File: src/stepper_pkg.sv
// Shared constants and types for the stepper translator and its host controller
package stepper_pkg;

	// ==========================================================
	// Timing
	localparam int CLK_PERIOD_NS  = 10;
	localparam int CHOP_PERIOD_NS = 50000;
	localparam int CHOP_CYC       = CHOP_PERIOD_NS / CLK_PERIOD_NS;
	localparam int BLANK_NS       = 1000;
	localparam int BLANK_CYC      = (BLANK_NS + CLK_PERIOD_NS - 1) / CLK_PERIOD_NS;
	localparam int STEP_HI_NS     = 2000;
	localparam int STEP_HI_CYC    = (STEP_HI_NS + CLK_PERIOD_NS - 1) / CLK_PERIOD_NS;
	localparam int BLANK_W        = 12;

	// ==========================================================
	// Translator sequence, one bit per position
	localparam int         POS_W    = 3;
	localparam logic [2:0] HOME_POS = 3'h0;
	localparam logic [7:0] ON_MASK  [2] = '{8'h77, 8'hDD};
	localparam logic [7:0] POS_MASK [2] = '{8'h07, 8'hC1};

	// ==========================================================
	// Host register map
	localparam logic [3:0] REG_CTRL   = 4'h0;
	localparam logic [3:0] REG_PERIOD = 4'h4;
	localparam logic [3:0] REG_COUNT  = 4'h8;
	localparam logic [3:0] REG_STATUS = 4'hC;
	localparam int CTRL_DIR   = 0;
	localparam int CTRL_HALF  = 1;
	localparam int CTRL_HOME  = 2;
	localparam int CTRL_INH   = 3;
	localparam int CTRL_CUR   = 4;
	localparam int CTRL_BOOST = 6;
	localparam int CTRL_AUTO  = 7;
	localparam logic [7:0]  CTRL_RESET   = 8'h00;
	localparam logic [15:0] PERIOD_RESET = 16'h03E8;
	localparam logic [15:0] RES_LO_DEF   = 16'h0200;
	localparam logic [15:0] RES_HI_DEF   = 16'h0800;
	localparam logic [1:0]  CUR_MAX      = 2'h3;

	typedef enum logic [1:0] {
		PULSE_IDLE = 2'b00,
		PULSE_HIGH = 2'b01,
		PULSE_LOW  = 2'b10
	} pulse_state_type;

endpackage : stepper_pkg

File: src/stepper_if.sv
// Link between the host step controller and the translator
`timescale 1ns/1ps
interface stepper_if;
	logic       step;
	logic       dir;
	logic       home;
	logic       half;
	logic       inhibit;
	logic [1:0] cur_sel;
	logic [1:0] half_pos;

	modport dev (input step, dir, home, half, inhibit, cur_sel, output half_pos);
	modport host (output step, dir, home, half, inhibit, cur_sel, input half_pos);
endinterface : stepper_if

File: src/stepper_translator.sv
// Translator and chopper current control for a two-phase bipolar bridge
// ==========================================================
// Behaviour
// - Full step gives two quadrature phase signals
// - Direction input selects which phase leads
// - Each step pulse advances exactly one step
// - Half step gives four signals plus inhibits
// - Half step moves half angle per pulse
// - Home input forces sequence start position
// - Mode input selects full or half step
// - Inhibit input tri-states all bridge drives
// - Oscillator period start resets both latches
// - Latches combine with translator into six signals
// - Comparator sets latch, shorts winding equiphase
// - Latch reset restores diagonal conduction
// - One oscillator times both phase regulators
// - Blanking holds latches reset, ignores comparators
// - Blanking length is configurable
// - Host selects one of four current levels
// - Host uses half step only near resonance in auto mode
// - Host may boost current in half positions
// - Host never parks boosted in half position
// - Unpowered phase in half step is tri-stated
// - Full step keeps both phase inhibits high
`timescale 1ns/1ps
module stepper_translator #(
	parameter int CHOP_PERIOD = stepper_pkg::CHOP_CYC
) (
	input  wire logic                            MCLK,
	input  wire logic                            RST,
	stepper_if.dev                               link,
	input  wire logic [1:0]                      SENSE,
	input  wire logic [stepper_pkg::BLANK_W-1:0] BLANK_LEN,
	output logic                                 IN_A,
	output logic                                 IN_B,
	output logic                                 IN_C,
	output logic                                 IN_D,
	output logic                                 INH1_N,
	output logic                                 INH2_N,
	output logic [1:0]                           VREF_SEL
);
	import stepper_pkg::*;

	logic             step_prev_q;
	logic             step_prev_d;
	logic [POS_W-1:0] pos_q;
	logic [POS_W-1:0] pos_d;
	logic [1:0]       latch_q;
	logic [1:0]       latch_d;
	logic [1:0]       hi_q;
	logic [1:0]       hi_d;
	logic [1:0]       lo_q;
	logic [1:0]       lo_d;
	logic [1:0]       inh_n_q;
	logic [1:0]       inh_n_d;
	logic [1:0]       off_q;
	logic [1:0]       off_d;
	logic [1:0]       vref_q;
	logic [1:0]       vref_d;
	logic             chop_start;
	logic             chop_blank;
	logic             step_edge;

	// ==========================================================
	// Chopping oscillator
	chop_osc #(
		.PERIOD    (CHOP_PERIOD)
	) u_osc (
		.clk       (MCLK),
		.rst       (RST),
		.blank_len (BLANK_LEN),
		.start     (chop_start),
		.blank     (chop_blank)
	);

	// ==========================================================
	// Translator position
	assign step_edge = link.step && !step_prev_q;

	always_comb begin
		step_prev_d = link.step;
		pos_d       = pos_q;
		if (link.home) begin
			pos_d = HOME_POS;
		end else if (step_edge) begin
			if (link.half) begin
				if (link.dir) begin
					pos_d = pos_q + 3'h1;
				end else begin
					pos_d = pos_q - 3'h1;
				end
			end else begin
				// Full step lands on even positions: both windings always powered
				if (link.dir) begin
					pos_d = {pos_q[2:1] + 2'h1, 1'b0};
				end else if (pos_q[0]) begin
					pos_d = {pos_q[2:1], 1'b0};
				end else begin
					pos_d = {pos_q[2:1] - 2'h1, 1'b0};
				end
			end
		end
	end

	always_ff @(posedge MCLK or posedge RST) begin
		if (RST) begin
			step_prev_q <= 1'b0;
			pos_q       <= HOME_POS;
		end else begin
			step_prev_q <= step_prev_d;
			pos_q       <= pos_d;
		end
	end

	// ==========================================================
	// Per-phase chopper latch and bridge drive
	for (genvar i = 0; i < 2; i++) begin : g_phase
		logic on;
		logic fwd;

		assign on  = ON_MASK[i][pos_q];
		assign fwd = POS_MASK[i][pos_q];

		always_comb begin
			// Comparator ignored while blanked, so diode recovery spikes never trip it
			if (chop_start) begin
				latch_d[i] = 1'b0;
			end else if (chop_blank) begin
				latch_d[i] = 1'b0;
			end else if (SENSE[i]) begin
				latch_d[i] = 1'b1;
			end else begin
				latch_d[i] = latch_q[i];
			end
			off_d[i] = !on;
			if (link.inhibit) begin
				hi_d[i]    = 1'b0;
				lo_d[i]    = 1'b0;
				inh_n_d[i] = 1'b0;
			end else if (!on && link.half) begin
				hi_d[i]    = 1'b0;
				lo_d[i]    = 1'b0;
				inh_n_d[i] = 1'b0;
			end else if (latch_q[i] || !on) begin
				hi_d[i]    = 1'b0;
				lo_d[i]    = 1'b0;
				inh_n_d[i] = 1'b1;
			end else begin
				hi_d[i]    = fwd;
				lo_d[i]    = !fwd;
				inh_n_d[i] = 1'b1;
			end
		end
	end

	// ==========================================================
	// Chopper latches
	// Latch clears on the period start cycle, which the blank window always covers
	always_ff @(posedge MCLK or posedge RST) begin
		if (RST) begin
			latch_q <= 2'h0;
		end else begin
			latch_q <= latch_d;
		end
	end

	// ==========================================================
	// Bridge drive registers
	// Reset leaves both bridges tri-stated until the first edge after release
	always_ff @(posedge MCLK or posedge RST) begin
		if (RST) begin
			hi_q    <= 2'h0;
			lo_q    <= 2'h0;
			inh_n_q <= 2'h0;
			off_q   <= 2'h0;
		end else begin
			hi_q    <= hi_d;
			lo_q    <= lo_d;
			inh_n_q <= inh_n_d;
			off_q   <= off_d;
		end
	end

	// ==========================================================
	// Current level
	// Registered so the reference moves in step with the bridge drive
	always_comb begin
		vref_d = link.cur_sel;
	end

	always_ff @(posedge MCLK or posedge RST) begin
		if (RST) begin
			vref_q <= 2'h0;
		end else begin
			vref_q <= vref_d;
		end
	end

	// ==========================================================
	// Outputs
	assign IN_A          = hi_q[0];
	assign IN_B          = lo_q[0];
	assign IN_C          = hi_q[1];
	assign IN_D          = lo_q[1];
	assign INH1_N        = inh_n_q[0];
	assign INH2_N        = inh_n_q[1];
	assign VREF_SEL      = vref_q;
	assign link.half_pos = off_q;
endmodule : stepper_translator

File: src/chop_osc.sv
// Shared chopping oscillator with blanking window
`timescale 1ns/1ps
module chop_osc #(
	parameter int PERIOD = stepper_pkg::CHOP_CYC
) (
	input  wire logic                           clk,
	input  wire logic                           rst,
	input  wire logic [stepper_pkg::BLANK_W-1:0] blank_len,
	output logic                                 start,
	output logic                                 blank
);
	import stepper_pkg::*;

	localparam int CW = $clog2(PERIOD);
	localparam logic [CW-1:0] LAST = CW'(PERIOD - 1);

	logic [CW-1:0] cnt_q;
	logic [CW-1:0] cnt_d;

	// ==========================================================
	// Period counter
	always_comb begin
		cnt_d = (cnt_q == LAST) ? '0 : cnt_q + CW'(1);
	end

	always_ff @(posedge clk or posedge rst) begin
		if (rst) begin
			cnt_q <= '0;
		end else begin
			cnt_q <= cnt_d;
		end
	end

	// Window always covers the start cycle, even with a zero length
	assign start = (cnt_q == '0);
	assign blank = start || ({{(32-CW){1'b0}}, cnt_q} < {{(32-BLANK_W){1'b0}}, blank_len});
endmodule : chop_osc

File: src/flat_wrapper.sv
// flat-port wrapper written by rule: the top's interface ports become plain ports
module stepper_translator_flat import stepper_pkg::*;
#(
	parameter int CHOP_PERIOD = stepper_pkg::CHOP_CYC
)
  (MCLK, RST, SENSE, BLANK_LEN, IN_A, IN_B, IN_C, IN_D, INH1_N, INH2_N, VREF_SEL, link_step, link_dir, link_home, link_half, link_inhibit, link_cur_sel, link_half_pos);
  stepper_if link_i ();
  input  wire logic MCLK;
  input  wire logic RST;
  input  wire logic [1:0] SENSE;
  input  wire logic [stepper_pkg::BLANK_W-1:0] BLANK_LEN;
  output logic IN_A;
  output logic IN_B;
  output logic IN_C;
  output logic IN_D;
  output logic INH1_N;
  output logic INH2_N;
  output logic [1:0] VREF_SEL;
  input wire logic [$bits(link_i.step)-1:0] link_step;
  input wire logic [$bits(link_i.dir)-1:0] link_dir;
  input wire logic [$bits(link_i.home)-1:0] link_home;
  input wire logic [$bits(link_i.half)-1:0] link_half;
  input wire logic [$bits(link_i.inhibit)-1:0] link_inhibit;
  input wire logic [$bits(link_i.cur_sel)-1:0] link_cur_sel;
  output wire logic [$bits(link_i.half_pos)-1:0] link_half_pos;
  assign link_i.step = link_step;
  assign link_i.dir = link_dir;
  assign link_i.home = link_home;
  assign link_i.half = link_half;
  assign link_i.inhibit = link_inhibit;
  assign link_i.cur_sel = link_cur_sel;
  assign link_half_pos = link_i.half_pos;
  stepper_translator #(.CHOP_PERIOD(CHOP_PERIOD)) u_core (.MCLK(MCLK), .RST(RST), .link(link_i), .SENSE(SENSE), .BLANK_LEN(BLANK_LEN), .IN_A(IN_A), .IN_B(IN_B), .IN_C(IN_C), .IN_D(IN_D), .INH1_N(INH1_N), .INH2_N(INH2_N), .VREF_SEL(VREF_SEL));
endmodule
File: config.mk
export PLATFORM = sky130hd
export DESIGN_NAME = stepper_translator_flat
export DESIGN_NICKNAME = d
export VERILOG_FILES = /design/src/stepper_pkg.sv /design/src/stepper_if.sv /design/src/stepper_translator.sv /design/src/chop_osc.sv /design/src/flat_wrapper.sv
export SDC_FILE = /design/constraint.sdc
export NUM_CORES = 1
export LEC_CHECK = 0
export BUFFER_PORTS_ARGS = -buffer_cell sky130_fd_sc_hd__buf_2
export CAP_MARGIN = 20
export CORE_ASPECT_RATIO = 1.1
export CORE_UTILIZATION = 50
export DETAILED_ROUTE_END_ITERATION = 12
export PLACE_DENSITY = 0.74
export SYNTH_ARGS = -nofsm -noshare
export SYNTH_HDL_FRONTEND = slang
export SYNTH_SLANG_ARGS = --single-unit
File: constraint.sdc
create_clock -name MCLK -period 3.95 [get_ports MCLK]
set_input_delay 0.1975 -clock MCLK [delete_from_list [all_inputs] [get_ports MCLK]]
set_output_delay 0.1975 -clock MCLK [all_outputs]
set_load 0.01 [all_outputs]
## Word level (Yosys, flattened, before mapping)

Memory sizes are Yosys's and may differ from the RTL's.
Cells that the tools add are included.

| cells by class | value |
|---|---|
| $add $sub $neg | 5 |
| order comparisons | 2 |
| equality and inequality tests | 2 |
| mux-type cells | 33 |
| reductions and logical operators | 16 |

Operators by type and width:

| cell | count |
|---|---|
| $mux W1 | 26 |
| $mux W3 | 6 |
| $add A13 B1 Y13 const B | 1 |
| $eq A13 B13 Y1 const B | 1 |
| $logic_not A13 Y1 | 1 |
| $lt A13 B12 Y1 | 1 |
| $mux W13 | 1 |
| $reduce_bool A3 Y1 | 2 |
| $logic_not A1 Y1 | 5 |
| $lt A3 B4 Y1 const B | 1 |
| $ne A4 B4 Y1 const B | 1 |
| $add A3 B1 Y3 const B | 1 |
| $logic_and A1 B1 Y1 | 3 |
| $logic_or A1 B1 Y1 | 3 |
| $sub A3 B1 Y3 const B | 1 |
| $add A2 B1 Y2 const B | 1 |
| $reduce_and A2 Y1 | 1 |
| $reduce_bool A2 Y1 | 1 |
| $sub A2 B1 Y2 const B | 1 |

| word-level totals | value |
|---|---|
| bits in registers | 29 |
| memory bits (read-only) | 32 |
| input port bits | 23 |
| output and inout port bits | 10 |
| memories kept | 4 |

Memories:

| memory | depth | bits a word | rd ports | clocked after Yosys merged registers in | wr ports | RTL line | source |
|---|---|---|---|---|---|---|---|
| (name not given) | 8 | 1 | 1 | 0 | 0 | stepper_translator.sv:121 | `assign on = ON_MASK[i][pos_q];` |
| (name not given) | 8 | 1 | 1 | 0 | 0 | stepper_translator.sv:122 | `assign fwd = POS_MASK[i][pos_q];` |
| (name not given) | 8 | 1 | 1 | 0 | 0 | stepper_translator.sv:121 |  |
| (name not given) | 8 | 1 | 1 | 0 | 0 | stepper_translator.sv:122 |  |

## Logic depth before layout (Yosys ltp)

| depth | value |
|---|---|
| depth after elaboration | 7 |
| gate-level depth with buffers | 6 |

## Cells and area by module

Synthesis repeated with hierarchy kept, for this count alone.

| unflattened totals | value |
|---|---|
| cell total of the unflattened synthesis | 155 |
| area total of the unflattened synthesis | 1,567.8 µm² |

Modules (own cells, without submodules):

| module | instances | cells each | area an instance (µm²) | seq. area each (µm²) |
|---|---|---|---|---|
| chop_osc | 1 | 100 | 939.7 | 325.3 |
| stepper_translator | 1 | 55 | 628.1 | 400.4 |

## Worst setup path after synthesis

OpenSTA, ideal clock, no wires.

| timing | value |
|---|---|
| path kind | reg-to-reg |
| start point | reg u_core.pos_q[0] |
| end point | reg u_core.pos_q[2] |
| data arrival time | 1.387 ns |
| data required time | 3.830 ns |
| path slack | 2.443 ns |
| stages on the path, launching flop included | 6 |
| buffers on the path | 0 |
| clock period less this slack | 1.507 ns |
| cells stage by stage | dfrtp_1 -> fa_1 -> mux2i_1 -> xnor2_1 -> a21oi_1 -> a31o_1 |

| between the ends | value |
|---|---|
| longest elaborated chain between the ends | 5 |

Ends and longest elaborated chain:

| item | RTL line | source |
|---|---|---|
| start, declared | stepper_translator.sv:46 | `logic [POS_W-1:0] pos_q;` |
| start signal, assigned | stepper_translator.sv:111 | `pos_q <= pos_d;` |
| $sub A3 B1 Y3 or $add A3 B1 Y3 (tied branches) | stepper_translator.sv:90, stepper_translator.sv:88 |  |
| $mux W3 | stepper_translator.sv:87 | `if (link.dir) begin` |
| $mux W3 | stepper_translator.sv:86 | `if (link.half) begin` |
| $mux W3 | stepper_translator.sv:85 | `end else if (step_edge) begin` |
| $mux W3 | stepper_translator.sv:83 | `if (link.home) begin` |

Parallel ways exist; a longest one is shown, timed or not. The select of a mux whose other input is x is not followed.
A chain may end at the register's enable or synchronous reset.

## Worst setup path after layout

| timing | value |
|---|---|
| start point | reg u_core.pos_q[1] |
| end point | reg u_core.pos_q[2] |

| between the ends | value |
|---|---|
| longest elaborated chain between the ends | 6 |

Ends and longest elaborated chain:

| item | RTL line | source |
|---|---|---|
| $sub A2 B1 Y2 | stepper_translator.sv:99 | `pos_d = {pos_q[2:1] - 2'h1, 1'b0};` |
| $mux W3 | stepper_translator.sv:96 | `end else if (pos_q[0]) begin` |
| $mux W3 | stepper_translator.sv:94 | `if (link.dir) begin` |
| $mux W3 (*) | stepper_translator.sv:86 |  |
| $mux W3 (*) | stepper_translator.sv:85 |  |
| $mux W3 (*) | stepper_translator.sv:83 |  |

Mark *: on every way between the ends. The rest lies on a longest branch, timed or not. The select of a mux whose other input is x is not followed.

==> results.yml <==
grt:
  grt_pass1_vias: 1186
  track_usage_pct: 21.7
  grt_max_degree: 30
  overflow: 0
  grt_pass1_wl_mm: 5.38
  antenna_found_initial: 0
clock_tree:
  clk_pin_slew_ns: 0.09
  cts.path.max_buffers: 2
  cts_tree: "yes"
  cts-hold-fix-buffers: 3
  htree_levels: 2
  postCtsSetupRepairBufs: 0
  cts_root_buf: "clkbuf_4"
  cts_buffers: 5
  clock_sinks: 29
  post_cts_resized: 0
  clk_latency_ns: 0.33
die:
  core_mm2: 0.00288
  initial_utilization_pct: 54.3
  dieArea_mm2: 0.00336
  pin_count: 33
  rows: 20
  die_w_um: 55.3
  die_h_um: 60.7
cells_and_area:
  antennaDiodeCount: 0
  drive_gt1_share_pct: 23.2
  fin_nets: 230
  areaGrowthSynthToFinish_pct: 21.8
setup_path:
  critPathKind: "reg -> reg"
  reg2reg_slack_ns: 2.28
  r2r-start: "u_core.pos_q[1]$_DFFE_PP0P_"
  reg2reg_depth: 5
  r2r_end: "u_core.pos_q[2]$_DFFE_PP0P_"
  arrival_ns: 1.89
  crit_required_ns: 4.17
  start_kind: "flop"
  cp-end-kind: "flop"
  path_max_fanout: 10
synth:
  synth_mux_area_share_pct: 2.56
  synth_xor_area_share_pct: 5.60
  yosysTopAreaCellShare_pct: 46.4
  ys_warn_count: 0
  yosysSeqAreaShare_pct: 46.4
  synth_cell_types: 35
  synth.net_count: 190
  synth_seq_cells: 29
  synth_fa_ha_area_share_pct: 11.7
  syn_avg_cell_area_um2: 10.2
  yosys.area_share.simple_pct: 17.5
  synthTopCellsByArea: "dfrtp_1, ha_1, inv_1"
  synth_top_cell_by_area: "dfrtp_1"
  synth_top_family_by_area: "simple AND/OR/NAND/NOR gates"
  synthCells: 153
  synth-compound-area-share_pct: 10.2
  syn-cell-area_mm2: 0.00156
placement:
  routabilityCongestion: 0.829
  dpl.hpwl_mm: 2.25
  dpl_worst_slack_ns: 2.29
  port-buffer-count: 32
drt:
  route.antenna.remaining_nets: 0
  routed_wl_mm: 3.11
  vias: 1208
  viasPerCell: 5.32
  drtPass1Iterations: 4
  wl_per_cell_um: 13.7
  drc: 0
  dr.first_iter.drc_count: 39
timing:
  timing.hold.ws_ns: 0.0531
  final-max-slew-violation-count: 0
  skew_ns: 0.0121
  min_period_over_period_pct: 42.2
  period_minus_slack_ns: 1.67
  rsz0062_at_grt: "false"
  hold_violations: 0
  tightest_slew_ns: 0.360
  finalWorstSetupSlack_ns: 2.28
  finalSetupTns_ns: 0
  slew_headroom_pct: 75.7
  max_freq_mhz: 599
  finalSetupViolCount: 0
power_and_ir_drop:
  internal_power_mw: 0.532
  switching_share_pct: 21.1
  power.total_mw: 0.674
  p_clk_share_pct: 44.6
  ir_worst_vdd_mv: 0.315
  power_leakage_nw: 0.991
  power.switching_mw: 0.143
  comb_power_share_pct: 9.3
  power_frac_seq_pct: 46.1
  p_per_area_mw_per_mm2: 354
min_path:
  holdCritStartpoint: "link_home"
  hold_path.class: "in -> reg"
  worstHoldEndpoint: "u_core.pos_q[1]$_DFFE_PP0P_"
  hold_depth: 2
run:
  cap_violations: 0
status:
  outcome: "finished clean"
## worst max-delay path, cell delays in order, from the launching register on
cell and delay (ns):
dfrtp_1 0.50, fa_1 0.41, mux2i_1 0.18, xnor2_1 0.17
a21oi_1 0.10, a31o_1 0.20
## cells in the mapped netlist (all sizes together)
cell,number
dfrtp,29
inv,17
nor2,16
ha,13
a21oi,12
nor3,6
xor2,6
nand2,5
nand4,5
o21ai,5
mux2i,4
xnor2,4
nand2b,3
a211oi,2
and2,2
and4,2
buf,2
clkbuf,2
nand3,2
nor2b,2
nor4,2
nor4b,2
a211o,1
a21o,1
a311oi,1
a31o,1
a41o,1
and3,1
fa,1
nand4b,1
nor3b,1
o2111ai,1
## sequential cells by signal (all words and copies together), names as in the netlist
signal                flops
u_core.inh_n_q            2
u_core.u_osc.cnt_q       13
u_core.pos_q              3
u_core.VREF_SEL           2
u_core.link.half_pos      2
u_core.hi_q               2
u_core.step_prev_q        1
u_core.latch_q            2
u_core.lo_q               2
## worst max path at each step
stage               cells past startpoint                             from                       endpoint
floorplan                               5      u_core.pos_q[0]$_DFFE_PP0P_    u_core.pos_q[2]$_DFFE_PP0P_
global placement                        5      u_core.pos_q[1]$_DFFE_PP0P_    u_core.pos_q[2]$_DFFE_PP0P_
detailed placement                      5      u_core.pos_q[0]$_DFFE_PP0P_    u_core.pos_q[2]$_DFFE_PP0P_
CTS                                     5      u_core.pos_q[0]$_DFFE_PP0P_    u_core.pos_q[2]$_DFFE_PP0P_
global route                            5  u_core.u_osc.cnt_q[8]$_DFF_PP0_  u_core.latch_q[0]$_DFFE_PP0P_
finish                                  5      u_core.pos_q[1]$_DFFE_PP0P_    u_core.pos_q[2]$_DFFE_PP0P_
## cells by family after synthesis
group                      after synthesis
and+or+nand+nor                         50
AOI/OAI and AO/OA                       25
adders and majority gates               14
DFF                                     29
muxes                                    4
buffers and inverters                   21
xor gates and xnor gates                10
## power groups by stage
stage                     logic [mW]  registers (mW)  clock network [mW]
after global routing          0.0712           0.312               0.318
after floorplan               0.0309           0.318                   0
after detailed placement      0.0570           0.317                   0
final                         0.0626           0.311               0.301
after CTS                     0.0595           0.311               0.306
after global placement        0.0538           0.316                   0
## layout by cell type (no fill, tap or decap)
| cell type | netlist | layout |
|---|---|---|
| mux2i_1 | 4 | 4 |
| a311oi_2 | 1 | 1 |
| inv_1 | 17 | 17 |
| nand4_1 | 5 | 5 |
| a211o_1 | 1 | 1 |
| clkbuf_4 | 0 | 5 |
| o2111ai_1 | 1 | 1 |
| ha_1 | 13 | 13 |
| dfrtp_1 | 29 | 29 |
| clkinv_2 | 0 | 1 |
| a21o_1 | 1 | 1 |
| and4_1 | 1 | 1 |
| and4_4 | 1 | 1 |
| nor4b_1 | 2 | 2 |
| nor4_1 | 1 | 1 |
| buf_2 | 0 | 32 |
| nand2b_1 | 3 | 3 |
| nor2_1 | 16 | 16 |
| nor2b_1 | 2 | 2 |
| nand2_1 | 5 | 5 |
| buf_16 | 0 | 1 |
| o21ai_0 | 5 | 5 |
| nand4b_1 | 1 | 1 |
| xor2_1 | 6 | 6 |
| a41o_1 | 1 | 1 |
| fa_1 | 1 | 1 |
| dlygate4sd3_1 | 0 | 4 |
| nor3b_1 | 1 | 1 |
| and3_2 | 1 | 1 |
| nor4_2 | 1 | 1 |
| xnor2_1 | 4 | 4 |
| a211oi_1 | 2 | 2 |
| a31o_1 | 1 | 1 |
| and2_1 | 2 | 2 |
| nor3_1 | 6 | 6 |
| a21oi_1 | 12 | 12 |
| nand3_1 | 2 | 2 |
| bufinv_16 | 0 | 2 |
## cell type report
cell class	instances	area (µm²)
clock buffer	5	37.5
timing repair buffer	37	228
sequential	29	726
inverter	17	63.8
multi-input combinational	103	743
fill	232	973
clock inverter	3	65.1
tap	33	41.3
## through the flow
step / cell area [µm²] / std cells / util, %
after global routing: 1900 / 227 / 66.2
after global placement: 1730 / 214 / 60.3
final: 1900 / 227 / 66.2
after floorplan: 1560 / 153 / -
after detailed placement: 1730 / 214 / 60.3
after CTS: 1870 / 225 / 64.9
## metal layers
| layer | part of all wire (%) | track usage, % | routed length [µm] |
|---|---|---|---|
| met5 | 0 | 0 | 0 |
| met4 | 1.4 | 7.50 | 42 |
| met3 | 4.1 | 6.18 | 126 |
| met2 | 48 | 36.7 | 1490 |
| met1 | 47 | 27.2 | 1450 |
Power figures use the tool's default switching activity.
